**config.mk**
```make
export PLATFORM = sky130hd
export DESIGN_NAME = scpc_top
export DESIGN_NICKNAME = d
export VERILOG_FILES = /design/src/shared/scpc_pkg.sv /design/src/hw/scpc_top.sv
export VERILOG_INCLUDE_DIRS = /design/src /design/src/shared
export SDC_FILE = /design/constraint.sdc
export NUM_CORES = 1
export LEC_CHECK = 0
export ABC_AREA = 1
export BUFFER_PORTS_ARGS = -buffer_cell sky130_fd_sc_hd__buf_4
export CORE_ASPECT_RATIO = 0.7
export CORE_MARGIN = 2
export CORE_UTILIZATION = 40
export CTS_BUF_LIST = sky130_fd_sc_hd__clkbuf_4
export DETAILED_ROUTE_END_ITERATION = 8
export PLACE_DENSITY_LB_ADDON = 0.15
export SYNTH_ARGS = -nofsm -noshare
export SYNTH_HDL_FRONTEND = slang
export SYNTH_SLANG_ARGS = --single-unit
```
**constraint.sdc**
```tcl
create_clock -name clk -period 1.7 [get_ports clk]
set_input_delay 0.255 -clock clk [delete_from_list [all_inputs] [get_ports clk]]
set_output_delay 0.255 -clock clk [all_outputs]
set_load 0.02 [all_outputs]
```
**src/shared/scpc_params.svh**
```systemverilog
// offsets, field positions, reset values and timing counts of the
// clock control block; included by the top module and the bench
`ifndef SCPC_PARAMS_SVH
`define SCPC_PARAMS_SVH

// register indexes; byte address is four times the index
`define SCPC_IDX_DIVIDER 8'h30
`define SCPC_IDX_PLL_CSR 8'h31
`define SCPC_IDX_PLL_FRQ 8'h32

// system_clock_divider fields
`define SCPC_DIV_UNLOCK_BIT 7
`define SCPC_DIV_SEL_MSB 3
`define SCPC_DIV_SEL_FUSE 4'h3
`define SCPC_DIV_SEL_NOFUSE 4'h0
`define SCPC_DIV_SEL_MAX 4'h8

// pll_control_status fields
`define SCPC_CSR_HALVER_BIT 4
`define SCPC_CSR_ON_BIT 1
`define SCPC_CSR_LOCK_BIT 0

// pll_frequency_control reset value
`define SCPC_FRQ_RESET 8'h04

// unlock window length in master clock cycles
`define SCPC_UNLOCK_CYCLES 3'h4

`endif

```
**src/shared/scpc_pkg.sv**
```systemverilog
// types shared by the clock control block and its bench
// assumes scpc_params.svh sits beside it on the include path
package scpc_pkg;

    // high-speed timer postscaler codes
    typedef enum logic [1:0] {
        TIMER_OFF,
        TIMER_DIV1,
        TIMER_DIV1P5,
        TIMER_DIV2
    } scpc_timer_post_type;

    // pll_frequency_control layout, bit 7 down to bit 0
    typedef struct packed {
        logic pllReferenceSelect;
        logic usbClockHalver;
        scpc_timer_post_type timerPostscaleSelect;
        logic [3:0] pllOutputSelect;
    } scpc_frq_type;

    // control levels driven to the analog pll and oscillators
    typedef struct packed {
        logic pllOn;
        logic pllInputHalver;
        logic rcOscForceOn;
        logic timerClkConnected;
        scpc_frq_type frq;
    } scpc_pll_ctrl_type;

endpackage

```
**src/hw/scpc_top.sv**
```systemverilog
// system clock prescaler with timed unlock, and pll control registers
// assumes a classic wishbone master on clk; analog pll outside
//
// Functional notes
// - unlock taken only with other bits zero
// - unlock clears after four cycles or select write
// - rewriting unlock neither extends nor clears it
// - division select writable while unlock open
// - reset select from divide-by-eight fuse
// - any select value writable after reset
// - codes zero to eight divide by powers two
// - status reserved bits read as zero
// - input halver passes or halves the source
// - pll on starts pll, rc with reference
// - lock reads one, clears with pll off
// - reference select picks prescaler or rc
// - usb halver passes or halves pll output
// - timer postscale off, one, 1.5, two
// - 1.5 division keeps average duty even
// - output select codes choose pll frequency
// - ratio change glitch free, no faster step
`timescale 1ns/1ps
`include "scpc_params.svh"

module scpc_top
    import scpc_pkg::*;
#(
    parameter int ADDR_W = 8
) (
    input wire logic clk,
    input wire logic rstn,
    input wire logic cyc,
    input wire logic stb,
    input wire logic we,
    input wire logic [ADDR_W-1:0] adr,
    input wire logic [3:0] sel,
    input wire logic [31:0] datIn,
    output logic [31:0] datOut,
    output logic ack,
    input wire logic divByEightFuse,
    input wire logic pllLockRaw,
    output scpc_pll_ctrl_type pllCtrl,
    output logic [3:0] divSelActive,
    output logic sysClkTick
);

    // reset release through two flops
    logic rstMeta_q;
    logic rstnSync_q;
    always_ff @(posedge clk or negedge rstn) begin
        if (!rstn) begin
            rstMeta_q <= 1'b0;
            rstnSync_q <= 1'b0;
        end else begin
            rstMeta_q <= 1'b1;
            rstnSync_q <= rstMeta_q;
        end
    end

    // bus decode; data sits in the low byte lane
    logic reqTaken;
    logic wrLow;
    logic hitDiv;
    logic hitCsr;
    logic hitFrq;
    logic [7:0] wByte;
    assign reqTaken = cyc && stb && !ack;
    assign wrLow = reqTaken && we && sel[0];
    assign wByte = datIn[7:0];
    always_comb begin
        hitDiv = 1'b0;
        hitCsr = 1'b0;
        hitFrq = 1'b0;
        if (adr == ADDR_W'({`SCPC_IDX_DIVIDER, 2'b00})) begin
            hitDiv = 1'b1;
        end else if (adr == ADDR_W'({`SCPC_IDX_PLL_CSR, 2'b00})) begin
            hitCsr = 1'b1;
        end else if (adr == ADDR_W'({`SCPC_IDX_PLL_FRQ, 2'b00})) begin
            hitFrq = 1'b1;
        end
    end

    // register state
    logic unlock_q, unlock_d;
    logic [2:0] unlockCnt_q, unlockCnt_d;
    logic [3:0] divSel_q, divSel_d;
    logic strapDone_q, strapDone_d;
    logic pllOn_q, pllOn_d;
    logic halver_q, halver_d;
    logic locked_q, locked_d;
    scpc_frq_type frq_q, frq_d;
    logic ack_q, ack_d;
    logic [7:0] rdata_q, rdata_d;
    logic unlockReq;

    // unlock request only with every other bit zero
    assign unlockReq = wrLow && hitDiv && wByte[`SCPC_DIV_UNLOCK_BIT]
        && (wByte[6:0] == 7'h00);

    // next values of the software registers
    always_comb begin
        unlock_d = unlock_q;
        unlockCnt_d = unlockCnt_q;
        divSel_d = divSel_q;
        strapDone_d = 1'b1;
        pllOn_d = pllOn_q;
        halver_d = halver_q;
        frq_d = frq_q;
        ack_d = reqTaken;
        rdata_d = rdata_q;
        // fuse is a port, so it is caught after release, not in reset
        if (!strapDone_q) begin
            divSel_d = divByEightFuse ? `SCPC_DIV_SEL_FUSE
                                      : `SCPC_DIV_SEL_NOFUSE;
        end
        // window counts down; a rewrite does not touch it
        if (unlock_q) begin
            unlockCnt_d = unlockCnt_q - 3'h1;
            if (unlockCnt_q == 3'h1) begin
                unlock_d = 1'b0;
            end
        end
        if (unlockReq && !unlock_q) begin
            unlock_d = 1'b1;
            unlockCnt_d = `SCPC_UNLOCK_CYCLES;
        end
        // select write closes the window at once
        if (wrLow && hitDiv && unlock_q
            && !wByte[`SCPC_DIV_UNLOCK_BIT]) begin
            divSel_d = wByte[`SCPC_DIV_SEL_MSB:0];
            unlock_d = 1'b0;
        end
        if (wrLow && hitCsr) begin
            pllOn_d = wByte[`SCPC_CSR_ON_BIT];
            halver_d = wByte[`SCPC_CSR_HALVER_BIT];
        end
        if (wrLow && hitFrq) begin
            frq_d = scpc_frq_type'(wByte);
        end
        // read data captured with the answer
        if (reqTaken) begin
            rdata_d = 8'h00;
            if (hitDiv) begin
                rdata_d = {unlock_q, 3'b000, divSel_q};
            end else if (hitCsr) begin
                rdata_d = {3'b000, halver_q, 2'b00,
                           pllOn_q, locked_q};
            end else if (hitFrq) begin
                rdata_d = frq_q;
            end
        end
    end

    // lock is sticky until pll is switched off; writes never reach it
    always_comb begin
        locked_d = locked_q;
        if (!pllOn_q) begin
            locked_d = 1'b0;
        end else if (pllLockRaw) begin
            locked_d = 1'b1;
        end
    end

    always_ff @(posedge clk or negedge rstnSync_q) begin
        if (!rstnSync_q) begin
            unlock_q <= 1'b0;
            unlockCnt_q <= 3'h0;
            divSel_q <= `SCPC_DIV_SEL_NOFUSE;
            strapDone_q <= 1'b0;
            pllOn_q <= 1'b0;
            halver_q <= 1'b0;
            locked_q <= 1'b0;
            frq_q <= scpc_frq_type'(`SCPC_FRQ_RESET);
            ack_q <= 1'b0;
            rdata_q <= 8'h00;
        end else begin
            unlock_q <= unlock_d;
            unlockCnt_q <= unlockCnt_d;
            divSel_q <= divSel_d;
            strapDone_q <= strapDone_d;
            pllOn_q <= pllOn_d;
            halver_q <= halver_d;
            locked_q <= locked_d;
            frq_q <= frq_d;
            ack_q <= ack_d;
            rdata_q <= rdata_d;
        end
    end

    assign ack = ack_q;
    assign datOut = {24'h00_0000, rdata_q};

    // prescaler: ratio switches only at the end of a full old period,
    // so no period is shorter than either the old or the new one
    logic [3:0] active_q, active_d;
    logic [7:0] divCnt_q, divCnt_d;
    logic tick_q, tick_d;
    logic [7:0] terminal;
    assign terminal = 8'((9'h001 << active_q) - 9'h001);
    always_comb begin
        active_d = active_q;
        divCnt_d = divCnt_q + 8'h01;
        tick_d = 1'b0;
        if (divCnt_q == terminal) begin
            divCnt_d = 8'h00;
            tick_d = 1'b1;
            // reserved codes keep the ratio already running
            if (divSel_q <= `SCPC_DIV_SEL_MAX) begin
                active_d = divSel_q;
            end
        end
    end
    always_ff @(posedge clk or negedge rstnSync_q) begin
        if (!rstnSync_q) begin
            active_q <= `SCPC_DIV_SEL_NOFUSE;
            divCnt_q <= 8'h00;
            tick_q <= 1'b0;
        end else begin
            active_q <= active_d;
            divCnt_q <= divCnt_d;
            tick_q <= tick_d;
        end
    end
    assign sysClkTick = tick_q;
    assign divSelActive = active_q;

    // control levels to the analog side
    always_comb begin
        pllCtrl.pllOn = pllOn_q;
        pllCtrl.pllInputHalver = halver_q;
        pllCtrl.rcOscForceOn = pllOn_q && frq_q.pllReferenceSelect;
        // 1.5 ratio is built in the pll clock domain with even duty
        pllCtrl.timerClkConnected =
            (frq_q.timerPostscaleSelect != TIMER_OFF);
        pllCtrl.frq = frq_q;
    end
endmodule

```
* Word level (Yosys, flattened, before mapping)
Index checks and enable logic that the tools add are counted.
** Word-level totals
- Bits of input ports :: 51
- Register bits after elaboration :: 44
** Cells by class
- Equality and inequality tests :: 7
- Shifts and indexed selects :: 1
- Reductions and logical operators :: 20
- Magnitude comparators :: 1
- Muxes and demuxes :: 22
- Add/subtract/negate cells :: 3
** Operator list (number)
- $mux W8 :: 4
- $eq A8 B8 Y1 const B :: 3
- $logic_and A1 B1 Y1 :: 13
- $mux W1 :: 13
- $add A8 B1 Y8 const B :: 1
- $eq A8 B8 Y1 :: 1
- $mux W4 :: 2
- $shl A1 B4 Y8 const A :: 1
- $sub A8 B1 Y8 const B :: 1
- $logic_not A7 Y1 :: 1
- $mux W3 :: 2
- $le A4 B4 Y1 const B :: 1
- $reduce_bool A2 Y1 :: 2
- $eq A3 B1 Y1 const B :: 1
- $logic_not A1 Y1 :: 3
- $sub A3 B1 Y3 const B :: 1
- $mux W2 :: 1
- $ne A2 B1 Y1 const B :: 1
- $ne A2 B2 Y1 const B :: 1
- $reduce_and A2 Y1 :: 1

* Logic depth before layout (Yosys ltp)
Gate-level depths: netlist of the first run.
- Depth after elaboration :: 10
- Depth in mapped cells :: 14

* Least setup slack after synthesis of the first run
No wires, ideal clock.
- Path type :: reg2reg
- Start point :: register active_q[3], in the netlist divSelActive[3]
- End point :: register divCnt_q[5]
- Path buffers :: 0
- Period minus slack after synthesis :: 1.959 ns
- Setup slack :: -0.259 ns
- Data arrival time :: 1.848 ns
- Setup time :: 0.112 ns
- Stages on the path, launching flop included :: 15
- Required time :: 1.588 ns
- Cells stage by stage :: dfrtp_1 > nor2_4 > nand2_1 > ha_1 > inv_1 > nand2_1 > nand2_1 > nor2_2 > nand2_1 > nor2_2 > nand2_2 > nor2_8 > nand2_8 > nand3_2 > inv_2
** On the way
- Cells in the longest elaborated chain, start to end :: 4
** Ends and longest elaborated chain
- start: declaration :: RTL line scpc_top.sv:195 : logic [3:0] active_q, active_d;
- start signal: assignment :: RTL line scpc_top.sv:215 : active_q <= `SCPC_DIV_SEL_NOFUSE;
- start signal: assignment :: RTL line scpc_top.sv:219 : active_q <= active_d;
- $shl A1 B4 Y8 :: RTL line scpc_top.sv:199 : assign terminal = 8'((9'h001 << active_q) - 9'h001);
- $sub A8 B1 Y8 :: RTL line scpc_top.sv:199
- $eq A8 B8 Y1 :: RTL line scpc_top.sv:204 : if (divCnt_q == terminal) begin
- $mux W8 :: RTL line scpc_top.sv:204
- net divCnt_d[5] :: RTL line scpc_top.sv:196 : logic [7:0] divCnt_q, divCnt_d;
- end signal: assignment :: RTL line scpc_top.sv:220 : divCnt_q <= divCnt_d;
- end: declaration :: RTL line scpc_top.sv:196
The timed path passes the listed nets, and every way through them passes these cells.
A chain may end at the register's enable or synchronous reset.

* Worst setup path after layout of the first run
- Start point :: register active_q[3], in the netlist divSelActive[3]
- End point :: register divCnt_q[3]
The elaborated chain is that of the path after synthesis.

==> results.cfg, run 1 <==
[status]
status = finished, violations left
failed_checks = negative setup slack

[timing]
rsz0062_at_grt = yes
drv_slew = 0
fin_hold_ws_ns = 0.0951
skew_ns = 0.0154
tns_ns = -2.55
worst_slack_ns = -0.226
finalCritPeriodShare = 1.13
setup_viol = 13
period_needed_ns = 1.93
hold_viol_final = 0
max_freq_mhz = 519

[critical_path]
critical_path_class = register to register
cp_slowest_stage_delay_ns = 0.45
r2r-start = divSelActive[3]
path_cells = nor2_4, nand3_2, ha_4, inv_2, nand2_1, nand2_1, nor2_2, nand2_1, nor2_2, nand2_2, nor2_8, nand2_8, nand3_2, inv_2
crit_required_ns = 1.97
start_kind = register
cpMostUsedCell = nand2_1
critPathCaptureType = register
critPathMaxFanout = 9
arrival_ns = 2.19
cpMaxStageDelayCell = dfrtp_2
crit_start = divSelActive[3]

[yosys]
yosys.area_share.adder = 0.0195
synth_top_family_by_area = simple AND/OR/NAND/NOR gates
synth_simple_gate_area_share = 0.336
ys_types = 35
synthMuxAreaShare = 0
netlist_area_um2 = 2560
yosysWarnings = 0
synth-compound-area-share = 0.0660
syn_avg_cell_area_um2 = 7.95
synth_xor_area_frac = 0.00342
ys_ff_latch = 44
seq_area_frac_synth = 0.430
syn-instance-count = 322

[power_and_ir_drop]
peakVddDrop_v = 0.000390
p_total_mw = 3.68
leakagePower_nw = 1.72
pwr_density_cell_nw_per_um2 = 1160

[clock_network]
cts-buffers-inserted = 5
cts_resized = 0
cts.clk_slew.worst_paths_ns = 0.14
clk_latency_ns = 0.36
postCtsSetupBuffers = 0
cts_max_level = 2
cts_root_buffer = clkbuf_4
clock_sinks = 44
cts_tree = built
cts.path.max_buffers = 2

[detailed_routing]
vias = 2165
drt-vias-per-instance = 4.59
routed_wl_um = 5790
wl_per_cell_um = 12.3
drc_errors = 0
initialDrtViolationCount = 99
final_antenna_net_count = 0
dr.pass1.iters = 4

[place]
dpl.hpwl_um = 4630
gp_congestion = 0.833
port-buffer-count = 49
place_area_um2 = 3080

[floorplanning]
core_um2 = 6220
initial_utilization = 0.412
die_x_um = 99.6
dieArea_um2 = 7070
rows = 24
die_y_um = 71.0
ios = 101

[global_route]
grt_antenna_before_repair = 0
grt_start_max_net_pins = 20
groute.usage.overall = 0.175
grt_pass1_wl_um = 9780
grt_pass1_vias = 2039
overflow = 0

[final_layout]
fillers = 613
insertedDiodeCount = 0
postLayoutCellArea_um2 = 3170
syn_to_final_growth_pct = 23.9
final_nets = 448
drive_gt1_frac = 0.322

[worst_hold_path]
holdCritStartpoint = pllLockRaw
worst_hold_path_type = input port to register

[job]
drv_cap = 0
==> cells in the final DEF (no fill, tap or decap), types with 2 or more instances in the layout <==
cell,instances
nand3_2,7
nor2_2,8
nand2_4,2
o21ai_0,17
inv_1,29
nand2_2,10
inv_2,12
ha_1,3
dfrtp_2,5
a31oi_1,3
o21ai_1,2
clkbuf_4,5
nand2_1,88
nand4_1,6
nand3_1,21
buf_4,66
dfrtp_1,38
and3_1,2
a41oi_1,2
nor2_1,22
conb_1,26
==> stage by stage <==
step | cells | utilization | worst slack, ns
2_1_floorplan | 346 | - | -0.195
3_3_place_gp | 463 | 0.496 | -0.191
3_5_place_dp | 463 | 0.496 | -0.235
4_1_cts | 472 | 0.511 | -0.259
5_1_grt | 472 | 0.511 | -0.373
6_report | 472 | 0.511 | -0.226
==> path summary, 6_finish.rpt <==
path	endpoint	slack [ns]	cells past startpoint
worst max-delay path	divCnt_q[3]	-0.23	14
worst min-delay path	locked_q	0.1	2
max in group asynchronous	divSelActive[3]	0.98	1
worst max register to register	divCnt_q[3]	-0.23	14
worst min register to register	divSel_q[1]	0.22	0
min in group asynchronous	rstnSync_q	0.18	2
==> cells in the mapped netlist <==
cell type  instances  area share
xor2_1             1      0.0034
and3_1             2      0.0049
inv_1             30       0.044
buf_4             26       0.076
a22o_1             1      0.0034
nand4_1            6       0.015
nor2_1            22       0.032
o21ai_1            2      0.0039
o21a_1             1      0.0029
nand2_4            2      0.0088
a41oi_1            2      0.0068
nand4_2            1      0.0049
nand3_1           22       0.043
buf_6              1      0.0044
or2_2              1      0.0024
nand3_2            6       0.023
nand2_1           89        0.13
o21ai_0           17       0.033
nand2_2            9       0.022
nand2_8            1      0.0078
o22ai_1            1      0.0024
conb_1             2      0.0029
clkbuf_1           1      0.0015
o31ai_1            1      0.0029
nor3_4             1      0.0064
ha_1               4       0.020
dfrtp_1           43        0.42
dfstp_2            1       0.010
nor2_2             8       0.020
inv_2             11       0.016
a31oi_1            3      0.0073
nor2_8             1      0.0078
nand3b_1           1      0.0029
o211ai_1           1      0.0029
nor2_4             1      0.0044
==> layout make-up <==
type	count	area, µm²	share of cell area
clock buffers	5	37.5	0.0118
clock inverters	3	46.3	0.0146
inverters	41	154	0.0485
multi-input cells	233	1200	0.380
flip-flops and latches	44	1110	0.349
well taps	78	97.6	0.0307
repair buffers	68	526	0.166
==> state kept, by name, indices dropped and copies added (netlist names), 3 cells and up <==
signal / flops
divSel_q: 4
divCnt_q: 8
divSelActive: 4
rdata_q: 8
pllCtrl: 8
unlockCnt_q: 3
==> critical path: cells and delay by family, from the launching register on <==
family | cells | cell delay [ns]
buf+inv | 2 | 0.05
simple gates | 11 | 1.05
fa+ha+maj | 1 | 0.29
flops | 1 | 0.45
==> what timing repair did <==
item	in CTS	in global routing
pin swaps	2	4
endpoints found under the setup margin	13	13
endpoints found under the hold margin	2	0
hold buffers	1	0
==> layer usage <==
metal,track usage,vias up,wire (µm)
li1,-,1112,-
met5,0,-,0
met4,0.0411,0,24
met3,0.0474,2,354
met1,0.282,982,3230
met2,0.229,69,2180
==> kinds of logic (layout without fill, tap and decap cells) <==
kind of cell             count (synthesis)  after routing
adder cells (fa/ha/maj)                  4              4
flip-flops                              44             44
XOR/XNOR                                 1              1
AND/OR/NAND/NOR                        173            173
AO/OA/AOI/OAI                           29             29
other                                    2             26
buffers and inverters                   69            117
==> where the power goes <==
group          switching (mW)  internal (mW)  total, mW
combinational           0.962          0.687       1.65
sequential              0.147           1.19       1.34
clock                   0.378          0.315      0.693
No activity file was read; power rests on OpenSTA's default activity.
==> run 2, diff against run 1 <==
--- a/config.mk
+++ b/config.mk
@@ -9,7 +9,6 @@
 export ABC_AREA = 1
 export BUFFER_PORTS_ARGS = -buffer_cell sky130_fd_sc_hd__buf_4
 export CORE_ASPECT_RATIO = 0.7
-export CORE_MARGIN = 2
 export CORE_UTILIZATION = 40
 export CTS_BUF_LIST = sky130_fd_sc_hd__clkbuf_4
 export DETAILED_ROUTE_END_ITERATION = 8
==> results.cfg, run 2 (synthesized netlist as in run 1, its figures left out) <==
[status]
status = finished, violations left
failed_checks = design-rule violations, negative setup slack

[floorplanning]
ios = 101
rows = 23
initial_utilization = 0.430
dieArea_um2 = 6730
core_um2 = 5960
die_y_um = 69.0
die_x_um = 97.6

[detailed_routing]
vias = 2101
drc_errors = 14
drt-vias-per-instance = 4.49
dr.pass1.iters = 6
final_antenna_net_count = 0
dr_wl_met3_um = 236
wl_per_cell_um = 11.8
met1_length_um = 3110
initialDrtViolationCount = 127
route.met2.wl_um = 2160
top_layer_used = met4
routed_wl_um = 5540

[worst_hold_path]
worst_hold_path_type = input port to register

[timing]
finalCritPeriodShare = 1.13
fin_hold_ws_ns = 0.0878
max_freq_mhz = 521
rsz0062_at_grt = yes
period_needed_ns = 1.92
drv_slew = 0
setup_viol = 13
tns_ns = -2.45
hold_viol_final = 0
worst_slack_ns = -0.218
skew_ns = 0.0118

[global_route]
grt_pass1_wl_um = 9010
grt_antenna_before_repair = 0
grt_pass1_vias = 1796
overflow = 0
grt_start_max_net_pins = 24
groute.usage.overall = 0.176

[final_layout]
drive_gt1_frac = 0.321
syn_to_final_growth_pct = 22.5
postLayoutCellArea_um2 = 3140
layout.cells.non_filler = 468
postLayoutCoreUtil = 0.527
final_common_cell = nand2_1
insertedDiodeCount = 0
fillers = 592
final_nets = 447
final_cell_mix = nand2_1 (88), buf_4 (65), dfrtp_1 (38)

[critical_path]
arrival_ns = 2.18
start_kind = register
crit_required_ns = 1.96
critPathCaptureType = register
critPathMaxFanout = 9
critical_path_class = register to register

[place]
gp_congestion = 0.815
placedCellCount = 459
dpl.hpwl_um = 4460
place_area_um2 = 3070
port-buffer-count = 49
pre_cts_slack_ns = -0.206

[clock_network]
cts_max_level = 2
clk_latency_ns = 0.36
cts.clk_slew.worst_paths_ns = 0.15
cts_tree = built
clock_sinks = 44
cts.path.max_buffers = 2
cts-buffers-inserted = 5
cts_root_buffer = clkbuf_4

[job]
drv_cap = 0

[power_and_ir_drop]
leakagePower_nw = 1.71
peakVddDrop_v = 0.000372
p_total_mw = 3.51
pwr_density_cell_nw_per_um2 = 1120
## run 2: cell type report
type / count / area (µm²) / share of cell area
multi-input cells: 233 / 1200 / 0.384
clock inverters: 3 / 21.3 / 0.00678
repair buffers: 67 / 518 / 0.165
flip-flops and latches: 44 / 1110 / 0.353
clock buffers: 5 / 37.5 / 0.0120
inverters: 41 / 154 / 0.0490
well taps: 75 / 93.8 / 0.0299
## run 2: power by group
part	internal (mW)	leakage, nW	switching [mW]
Sequential	1.19	0.550	0.146
Clock	0.164	0.0316	0.365
Combinational	0.690	1.13	0.949
## run 2: path summary, 6_finish.rpt
check | start | to | slack (ns) | depth (start not counted)
max | divSelActive[3] | divCnt_q[5] | -0.22 | 14
min | pllLockRaw | locked_q | 0.09 | 2
max reg2reg | divSelActive[3] | divCnt_q[5] | -0.22 | 14
min reg2reg | rstnSync_q | pllCtrl[6] | 0.23 | 0
max in group asynchronous | rstnSync_q | divSelActive[1] | 0.97 | 1
min in group asynchronous | rstn | rstnSync_q | 0.19 | 2
## run 2: metal layers
layer | GRT usage | vias up
li1 | - | 1114
met1 | 0.276 | 928
met2 | 0.240 | 55
met3 | 0.0383 | 4
met4 | 0.0398 | 0
met5 | 0 | -
## run 2: worst max-delay path: stages (launching register included)
cell	delay, ns
dfrtp_2	0.45
nor2_4	0.16
nand3_2	0.11
ha_4	0.29
inv_2	0.03
nand2_1	0.04
nand2_1	0.05
nor2_2	0.09
nand2_1	0.07
nor2_2	0.09
nand2_2	0.09
nor2_8	0.14
nand2_8	0.10
nand3_2	0.08
inv_2	0.03
## run 2: repair_timing
item	CTS	global route
endpoints found under the hold margin	2	0
pin swaps	0	1
hold buffers	1	0
setup endpoints to repair	13	13
setup buffers	0	0
resized for setup	0	0
